## src/include/sled_map.vh

```
// Purpose: Offsets, field positions and reset values of the event detect block.
// Assumes: Wishbone classic slave, 32-bit data, byte addresses.
// Notes: Included by the event detect design file only.
`ifndef SLED_MAP_VH
`define SLED_MAP_VH
`define SLED_ADR_STATUS      8'h00
`define SLED_ADR_INT_EN      8'h04
`define SLED_ADR_PW_EN       8'h08
`define SLED_ADR_ERR_EN      8'h0C
`define SLED_ADR_TLM_CTL     8'h10
`define SLED_ADR_MECS_STAT   8'h14
`define SLED_ADR_BASE_ID     8'h18
`define SLED_ADR_RTR_EN      8'h1C
`define SLED_ADR_RTR0        8'h20
`define SLED_ADR_RTR_LAST    8'h5C
`define SLED_ADR_PW_STATUS   8'h60
`define SLED_NUM_RTR         16
// Event status bit positions.
`define SLED_BIT_COR         0
`define SLED_BIT_UNCOR       1
`define SLED_BIT_LOCAL_ERR   2
`define SLED_BIT_FTYPE       3
`define SLED_BIT_ROUTE       4
`define SLED_BIT_MECS        5
`define SLED_NUM_EV          6
// Error enable bit positions.
`define SLED_EN_ILL_ID       0
`define SLED_EN_UNSUP_TYPE   1
`define SLED_EN_FTYPE_RPT    2
// TLM control bit positions.
`define SLED_CTL_TGT_DIS     0
`define SLED_CTL_MTC_DIS     1
`define SLED_CTL_FILT_CFG    2
`define SLED_CTL_MECS_CMD    3
// Packet field codes.
`define SLED_FTYPE_MAINT     4'h8
`define SLED_TT_ILL_LO       2'h2
`define SLED_TT_ILL_HI       2'h3
`define SLED_TTYPE_RD        4'h0
`define SLED_TTYPE_WR        4'h1
`define SLED_TTYPE_PW        4'h4
`define SLED_TTYPE_UNS_LO    4'h5
`define SLED_TTYPE_UNS_HI    4'hF
`define SLED_MAINT_LEN       8'h08
`define SLED_SIZE_OK         4'hB
`define SLED_RST_EN          32'h00000000
`endif

```

## src/rtl/sled_route_match.v

```verilog
// Purpose: Destination-ID match against routing registers and base ID.
// Assumes: Routing registers hold a 16-bit ID and a valid bit each.
// Notes: Purely combinational.
`timescale 1ns/1ps
`default_nettype none
module sled_route_match
(
   input  wire [15:0]  dest_id_i,
   input  wire [15:0]  base_id_i,
   input  wire [255:0] rtr_id_i,
   input  wire [15:0]  rtr_valid_i,
   output reg          hit_o
);
   integer k;
   always @*
   begin
      hit_o = (dest_id_i == base_id_i);
      for (k = 0; k < 16; k = k + 1)
      begin
         if (rtr_valid_i[k] && (rtr_id_i[k*16 +: 16] == dest_id_i))
         begin
            hit_o = 1'b1;
         end
      end
   end
endmodule // sled_route_match
`default_nettype wire

```

## src/rtl/sled_event_detect.v

```verilog
// Purpose: Local logical/transport event detection and reporting.
// Assumes: Packet header fields arrive as one-cycle strobed words.
// Notes: Status bits are write-one-to-clear; a set wins over a clear.
`timescale 1ns/1ps
`default_nettype none
`include "sled_map.vh"
module sled_event_detect
(
   input  wire        clk_i,
   input  wire        rst_i,
   input  wire [7:0]  wb_adr_i,
   input  wire [31:0] wb_dat_i,
   output reg  [31:0] wb_dat_o,
   input  wire        wb_we_i,
   input  wire [3:0]  wb_sel_i,
   input  wire        wb_cyc_i,
   input  wire        wb_stb_i,
   output reg         wb_ack_o,
   input  wire        pkt_valid_i,
   input  wire [1:0]  pkt_tt_i,
   input  wire [3:0]  pkt_ftype_i,
   input  wire [3:0]  pkt_ttype_i,
   input  wire [3:0]  pkt_size_i,
   input  wire [7:0]  pkt_len_i,
   input  wire [15:0] pkt_dest_id_i,
   input  wire        pkt_ftype_drop_i,
   input  wire        maint_bus_timeout_i,
   input  wire        maint_addr_error_i,
   input  wire        ecc_present_i,
   input  wire        ingress_correctable_corruption_i,
   input  wire        ingress_uncorrectable_corruption_i,
   input  wire        mecs_valid_i,
   input  wire [7:0]  mecs_cmd_i,
   output reg         maint_err_resp_o,
   output reg         pkt_discard_o,
   output wire        irq_o,
   output wire        port_write_req_o
);
   reg  [5:0]   int_status;
   reg  [5:0]   pw_status;
   reg  [5:0]   int_en;
   reg  [5:0]   pw_en;
   reg  [2:0]   err_en;
   reg  [3:0]   tlm_ctl;
   reg          port_mecs_evt;
   reg  [7:0]   port_mecs_cmd;
   reg  [15:0]  base_id;
   reg  [15:0]  rtr_valid;
   reg  [255:0] rtr_id;
   reg  [5:0]   next_int_set;
   reg  [5:0]   next_pw_set;
   wire         route_hit;
   wire         wb_req;
   wire         wb_wr;
   wire         is_maint;
   wire         maint_rw;
   wire         ill_decode;
   wire         tgt_check;
   wire         route_miss;
   wire         mecs_clr;
   integer      i;

   function [15:0] sled_merge;
      input [15:0] old_v;
      input [15:0] new_v;
      input [1:0]  sel;
      integer b;
      begin
         for (b = 0; b < 2; b = b + 1)
         begin
            sled_merge[b*8 +: 8] = sel[b] ? new_v[b*8 +: 8] : old_v[b*8 +: 8];
         end
      end
   endfunction

   function sled_rtr_sel;
      input [7:0] adr;
      input [3:0] idx;
      begin
         sled_rtr_sel = (adr == (`SLED_ADR_RTR0 + {2'h0, idx, 2'h0}));
      end
   endfunction

   sled_route_match u_match
   (
      .dest_id_i   (pkt_dest_id_i),
      .base_id_i   (base_id),
      .rtr_id_i    (rtr_id),
      .rtr_valid_i (rtr_valid),
      .hit_o       (route_hit)
   );

   assign wb_req   = wb_cyc_i && wb_stb_i && !wb_ack_o;
   assign wb_wr    = wb_req && wb_we_i;
   assign is_maint = (pkt_ftype_i == `SLED_FTYPE_MAINT);
   assign maint_rw = is_maint && ((pkt_ttype_i == `SLED_TTYPE_RD) ||
                                  (pkt_ttype_i == `SLED_TTYPE_WR));
   assign ill_decode = pkt_valid_i && maint_rw &&
                       ((pkt_size_i > `SLED_SIZE_OK) ||
                        ((pkt_ttype_i == `SLED_TTYPE_WR) &&
                         (pkt_len_i != `SLED_MAINT_LEN)) ||
                        maint_bus_timeout_i || maint_addr_error_i);
   assign tgt_check  = !tlm_ctl[`SLED_CTL_TGT_DIS] && !tlm_ctl[`SLED_CTL_MTC_DIS];
   assign route_miss = pkt_valid_i && !ill_decode && tgt_check && !route_hit;
   assign mecs_clr   = wb_wr && wb_sel_i[0] && (wb_adr_i == `SLED_ADR_MECS_STAT);

   always @*
   begin
      next_int_set = 6'h00;
      next_pw_set  = 6'h00;
      if (ecc_present_i && ingress_correctable_corruption_i)
      begin
         next_int_set[`SLED_BIT_COR] = 1'b1;
         next_pw_set[`SLED_BIT_COR]  = 1'b1;
      end
      if (ecc_present_i && ingress_uncorrectable_corruption_i)
      begin
         next_int_set[`SLED_BIT_UNCOR] = 1'b1;
         next_pw_set[`SLED_BIT_UNCOR]  = 1'b1;
      end
      if (pkt_valid_i && !ill_decode)
      begin
         if (err_en[`SLED_EN_ILL_ID] &&
             ((pkt_tt_i == `SLED_TT_ILL_LO) || (pkt_tt_i == `SLED_TT_ILL_HI) ||
              route_miss))
         begin
            next_int_set[`SLED_BIT_LOCAL_ERR] = 1'b1;
            next_pw_set[`SLED_BIT_LOCAL_ERR]  = 1'b1;
         end
         if (err_en[`SLED_EN_UNSUP_TYPE] && is_maint &&
             (pkt_ttype_i >= `SLED_TTYPE_UNS_LO) &&
             (pkt_ttype_i <= `SLED_TTYPE_UNS_HI))
         begin
            next_int_set[`SLED_BIT_LOCAL_ERR] = 1'b1;
            next_pw_set[`SLED_BIT_LOCAL_ERR]  = 1'b1;
         end
         if (tlm_ctl[`SLED_CTL_FILT_CFG] && pkt_ftype_drop_i &&
             err_en[`SLED_EN_FTYPE_RPT])
         begin
            next_int_set[`SLED_BIT_FTYPE] = 1'b1;
            next_pw_set[`SLED_BIT_FTYPE]  = 1'b1;
         end
         if (route_miss)
         begin
            next_int_set[`SLED_BIT_ROUTE] = 1'b1;
            next_pw_set[`SLED_BIT_ROUTE]  = 1'b1;
         end
      end
      if (mecs_valid_i && tlm_ctl[`SLED_CTL_MECS_CMD])
      begin
         next_int_set[`SLED_BIT_MECS] = 1'b1;
      end
   end

   always @(posedge clk_i)
   begin
      if (rst_i)
      begin
         int_status       <= 6'h00;
         pw_status        <= 6'h00;
         int_en           <= 6'h00;
         pw_en            <= 6'h00;
         err_en           <= 3'h0;
         tlm_ctl          <= 4'h0;
         port_mecs_evt    <= 1'b0;
         port_mecs_cmd    <= 8'h00;
         base_id          <= 16'h0000;
         rtr_valid        <= 16'h0000;
         rtr_id           <= 256'h0;
         wb_ack_o         <= 1'b0;
         wb_dat_o         <= 32'h00000000;
         maint_err_resp_o <= 1'b0;
         pkt_discard_o    <= 1'b0;
      end
      else
      begin
         wb_ack_o <= wb_req;
         maint_err_resp_o <= ill_decode;
         pkt_discard_o    <= route_miss ||
                             (pkt_valid_i && !ill_decode && pkt_ftype_drop_i &&
                              tlm_ctl[`SLED_CTL_FILT_CFG]);
         if (wb_wr && wb_sel_i[0] && (wb_adr_i == `SLED_ADR_STATUS))
         begin
            int_status <= (int_status & ~wb_dat_i[5:0]) | next_int_set;
         end
         else
         begin
            int_status <= int_status | next_int_set;
         end
         if (wb_wr && wb_sel_i[0] && (wb_adr_i == `SLED_ADR_PW_STATUS))
         begin
            pw_status <= (pw_status & ~wb_dat_i[5:0]) | next_pw_set;
         end
         else
         begin
            pw_status <= pw_status | next_pw_set;
         end
         port_mecs_evt <= (port_mecs_evt && !(mecs_clr && wb_dat_i[8])) || mecs_valid_i;
         if (mecs_clr)
         begin
            port_mecs_cmd <= (port_mecs_cmd & ~wb_dat_i[7:0]) |
                             (mecs_valid_i ? mecs_cmd_i : 8'h00);
         end
         else if (mecs_valid_i)
         begin
            port_mecs_cmd <= port_mecs_cmd | mecs_cmd_i;
         end
         if (wb_wr)
         begin
            case (wb_adr_i)
               `SLED_ADR_INT_EN:
               begin
                  if (wb_sel_i[0])
                  begin
                     int_en <= wb_dat_i[5:0];
                  end
               end
               `SLED_ADR_PW_EN:
               begin
                  if (wb_sel_i[0])
                  begin
                     pw_en <= {1'b0, wb_dat_i[4:0]};
                  end
               end
               `SLED_ADR_ERR_EN:
               begin
                  if (wb_sel_i[0])
                  begin
                     err_en <= wb_dat_i[2:0];
                  end
               end
               `SLED_ADR_TLM_CTL:
               begin
                  if (wb_sel_i[0])
                  begin
                     tlm_ctl <= wb_dat_i[3:0];
                  end
               end
               `SLED_ADR_BASE_ID:
               begin
                  base_id <= sled_merge(base_id, wb_dat_i[15:0], wb_sel_i[1:0]);
               end
               `SLED_ADR_RTR_EN:
               begin
                  rtr_valid <= sled_merge(rtr_valid, wb_dat_i[15:0], wb_sel_i[1:0]);
               end
               default:
               begin
                  for (i = 0; i < `SLED_NUM_RTR; i = i + 1)
                  begin
                     if (sled_rtr_sel(wb_adr_i, i[3:0]))
                     begin
                        rtr_id[i*16 +: 16] <= sled_merge(rtr_id[i*16 +: 16], wb_dat_i[15:0],
                                                         wb_sel_i[1:0]);
                     end
                  end
               end
            endcase
         end
         if (wb_req && !wb_we_i)
         begin
            case (wb_adr_i)
               `SLED_ADR_STATUS:     wb_dat_o <= {26'h0, int_status};
               `SLED_ADR_INT_EN:     wb_dat_o <= {26'h0, int_en};
               `SLED_ADR_PW_EN:      wb_dat_o <= {26'h0, pw_en};
               `SLED_ADR_ERR_EN:     wb_dat_o <= {29'h0, err_en};
               `SLED_ADR_TLM_CTL:    wb_dat_o <= {28'h0, tlm_ctl};
               `SLED_ADR_MECS_STAT:  wb_dat_o <= {23'h0, port_mecs_evt, port_mecs_cmd};
               `SLED_ADR_BASE_ID:    wb_dat_o <= {16'h0, base_id};
               `SLED_ADR_RTR_EN:     wb_dat_o <= {16'h0, rtr_valid};
               `SLED_ADR_PW_STATUS:  wb_dat_o <= {26'h0, pw_status};
               default:
               begin
                  wb_dat_o <= 32'h00000000;
                  for (i = 0; i < `SLED_NUM_RTR; i = i + 1)
                  begin
                     if (sled_rtr_sel(wb_adr_i, i[3:0]))
                     begin
                        wb_dat_o <= {16'h0, rtr_id[i*16 +: 16]};
                     end
                  end
               end
            endcase
         end
      end
   end

   assign irq_o            = |(int_status & int_en);
   assign port_write_req_o = |(pw_status[4:0] & pw_en[4:0]);
endmodule // sled_event_detect
`default_nettype wire

```

## config.mk

```make
export PLATFORM = sky130hd
export DESIGN_NAME = sled_event_detect
export DESIGN_NICKNAME = d
export VERILOG_FILES = /design/src/rtl/sled_route_match.v /design/src/rtl/sled_event_detect.v
export VERILOG_INCLUDE_DIRS = /design/src /design/src/include
export SDC_FILE = /design/constraint.sdc
export NUM_CORES = 1
export LEC_CHECK = 0
export BUFFER_PORTS_ARGS = -buffer_cell sky130_fd_sc_hd__buf_4
export CAP_MARGIN = 10
export CELL_PAD_IN_SITES_DETAIL_PLACEMENT = 1
export CELL_PAD_IN_SITES_GLOBAL_PLACEMENT = 2
export CORE_MARGIN = 10
export CORE_UTILIZATION = 36
export DETAILED_ROUTE_END_ITERATION = 8
export PLACE_DENSITY = 0.88
export SLEW_MARGIN = 5
export SYNTH_ARGS = -nofsm -noshare
export SYNTH_HDL_FRONTEND = slang
export SYNTH_SLANG_ARGS = --single-unit
```

## constraint.sdc

```tcl
create_clock -name clk_i -period 2.28 [get_ports clk_i]
set_input_delay 0.114 -clock clk_i [delete_from_list [all_inputs] [get_ports clk_i]]
set_output_delay 0.114 -clock clk_i [all_outputs]
set_load 0.05 [all_outputs]
```

==> metrics.txt <==
status=finished with violations; failing checks=negative setup slack; drt first pass iters=7; vias after detailed routing=21300; Switch Pwr=4.02 mW; CP cell instances=xnor2_1 > nand4_1 > nor4_2 > buf_4 > nand3_1 > nand4_1 > nor3_4 > o31a_1; Critical Path RT=2.75 ns; Final Hold Viols=0; layout cell share with drive strength beyond 1=22.7%; Rows=83; Initial Utilization=36.4%; fraction of registers with async set/reset=0%; Clock power frac=47.6%; dominant synthesized flop cell=dfxtp_1; final net count=2849; syn avg cell area=7.90 um2; peak supply drop=0.440 mV; initial antenna violation count=5; Worst path slowest cell=dfxtp_1; Post-Syn Area=0.0188 mm2; DR DRC count=0; residual overflow from global routing=0; hold slack=0.0285 ns; CTS max path bufs=3; Critical Path Start Type=flip-flop; first-pass GRT wire length=142 mm; cell area power density=600 mW/mm2; largest net degree at the start of global routing=122; FMAX=437 MHz; Reg power frac=41.0%; worst min path class=in -> reg; Gate power share=11.5%; Port Buffers=102; GPL Wtd Cong=1.01; Ports=140; vias in the first global route=21400; Clock Skews=0.0164 ns; Inserted Diodes=0; die height=248 um; post-DR vias/cell=6.15; critical path capture point type=flip-flop; Synth Warn #=0; period utilisation layout=100%; min cycle time layout=2.29 ns; final setup margin=-0.00816 ns; CP Data Arrival Time=2.76 ns; core area=0.0515 mm2; WS Path Type=reg -> reg; worst slack at placement=-0.423 ns; crit path max fanout=5; clk_lat worst skew=0.59 ns; Clk pin slew, worst setup/hold paths=0.06 ns; Slew @ Worst Pin=0.676 ns; Final Max Tran Viols=0; sw frac=27.0%; final setup fails=1; die area=0.0617 mm2; Routed Antenna Nets=0; HPWL after detailed placement=71.4 mm; Area Overhead vs Synth=32.5%; Max-Cap Viols=0; sequential area share after synthesis=36.9%; Crit path top cell by count=nand4_1; RSZ-0062 raised after global routing=yes; distinct cell type count after synthesis=67; fin cells=3459; clock sink count=346; P_leak=9.52 nW; internal power=10.9 mW; post-synthesis register bit count=346; routed length per instance=28.3 um; Worst slew margin=54.9%; total track usage=30.6%; CTS Root Cell=clkbuf_16; CTS buffer count=42; Post-Syn Instances=2375; Die X=248 um; DRT iter0 DRCs=2612; CTS tree=built; EDFF count, synth=0; H-tree Lvls=2; peak per-stage delay on the critical path=0.35 ns; Cells after DPL=3349; WL final=97.9 mm
==> what timing repair did <==
item,4_1_cts,5_1_grt
pin swaps,1,13
endpoints found under the setup margin,7,9
buffers inserted,0,2
resized for setup,11,17
hold buffers,35,0
hold endpoints to repair,161,0
==> through the flow <==
step / util [%] / instance area (um2) / TNS [ns] / total power [mW]
detailed placement: 44.6 / 23000 / -4.57 / 7.82
CTS: 48.1 / 24800 / 0 / 14.9
finish: 48.3 / 24900 / -0.00816 / 14.9
global placement: 44.6 / 23000 / -4.21 / 7.81
floorplan: - / 18800 / 0 / 7.06
global route: 48.3 / 24900 / -0.0290 / 15.2
==> layout make-up <==
| type | instances | area (um2) |
|---|---|---|
| inverters | 4 | 15.0 |
| well taps | 680 | 851 |
| clock buffers | 63 | 1270 |
| flip-flops and latches | 346 | 6930 |
| repair buffers | 533 | 4530 |
| clock inverters | 14 | 154 |
| fillers | 6166 | 26600 |
| multi-input cells | 1819 | 11100 |
==> flip-flops by register name, indices dropped and copies added (netlist names) <==
register / flops
wb_ack_o: 1
pw_en: 5
tlm_ctl: 4
int_status: 6
pkt_discard_o: 1
rtr_id: 256
port_mecs_cmd: 8
port_mecs_evt: 1
err_en: 3
maint_err_resp_o: 1
wb_dat_o: 16
pw_status: 6
int_en: 6
base_id: 16
rtr_valid: 16
==> path summary, 6_finish.rpt <==
| path | from | to | slack [ns] | cells after the start |
|---|---|---|---|---|
| worst min-delay path | wb_dat_i[2] | base_id[2]$_SDFFE_PP0P_ | 0.03 | 3 |
| worst max register to register | rtr_id[96]$_SDFFE_PP0P_ | pw_status[2]$_SDFF_PP0_ | -0.008 | 8 |
| worst min register to register | int_en[5]$_SDFFE_PP0P_ | int_en[5]$_SDFFE_PP0P_ | 0.48 | 2 |
| worst max-delay path | rtr_id[96]$_SDFFE_PP0P_ | pw_status[2]$_SDFF_PP0_ | -0.008 | 8 |
==> power groups by stage <==
stage	sequential (mW)	combinational [mW]	clock (mW)
after floorplan	6.28	0.789	0
after global placement	6.24	1.57	0
after detailed placement	6.24	1.58	0
after CTS	6.11	1.65	7.12
after global routing	6.11	1.75	7.40
final	6.11	1.71	7.09
==> cell usage in the layout, fill, tap and decap left out, types with 16 or more instances in the layout <==
master and instances:
buf_4 462, nand2_1 345, dfxtp_1 342, a21oi_1 281
nand3_1 260, xnor2_1 216, nor2_1 137, mux2i_1 91
xor2_1 56, nand4_1 49, clkbuf_16 45, a22oi_1 44
o21ai_0 41, dlygate4sd3_1 35, buf_12 35, nor3_1 24
o22ai_1 22, nor4_1 21, a221oi_1 18, a211oi_1 16
conb_1 16
==> worst max-delay path: cells and delay by family (launching register included) <==
family                    cells  cell delay [ns]
and+or+nand+nor               5             1.06
DFF                           1             0.35
buffers and inverters         1             0.18
AOI/OAI and AO/OA             1             0.31
xor gates and xnor gates      1             0.27
==> cell usage after synthesis, types with 42 or more instances <==
cell        n  area, um2
a21oi_1   284       1420
mux2i_1    91        911
nand2_1   345       1290
nor2_1    147        552
o21ai_0    42        210
nand4_1    49        307
dfxtp_1   346       6930
xnor2_1   216       1890
xor2_1     57        499
a22oi_1    44        330
nand3_1   261       1310
buf_2      59        295
clkbuf_1  124        465
==> cells by family after synthesis <==
| family | share of synthesized area [%] |
|---|---|
| AOI/OAI and AO/OA | 16.4 |
| xor gates and xnor gates | 12.7 |
| buffers and inverters | 5.29 |
| DFF | 36.9 |
| muxes | 6.17 |
| other | 0.0200 |
| and+or+nand+nor | 22.5 |
==> routing by layer <==
metal / routed length, um / vias up / GRT usage (%)
li1: - / 9066 / -
met1: 39200 / 10500 / 40.1
met2: 43400 / 1343 / 47.7
met3: 10600 / 290 / 6.48
met4: 4740 / 8 / 13.7
met5: 58 / - / 0
No activity file was read; power rests on OpenSTA's default activity.
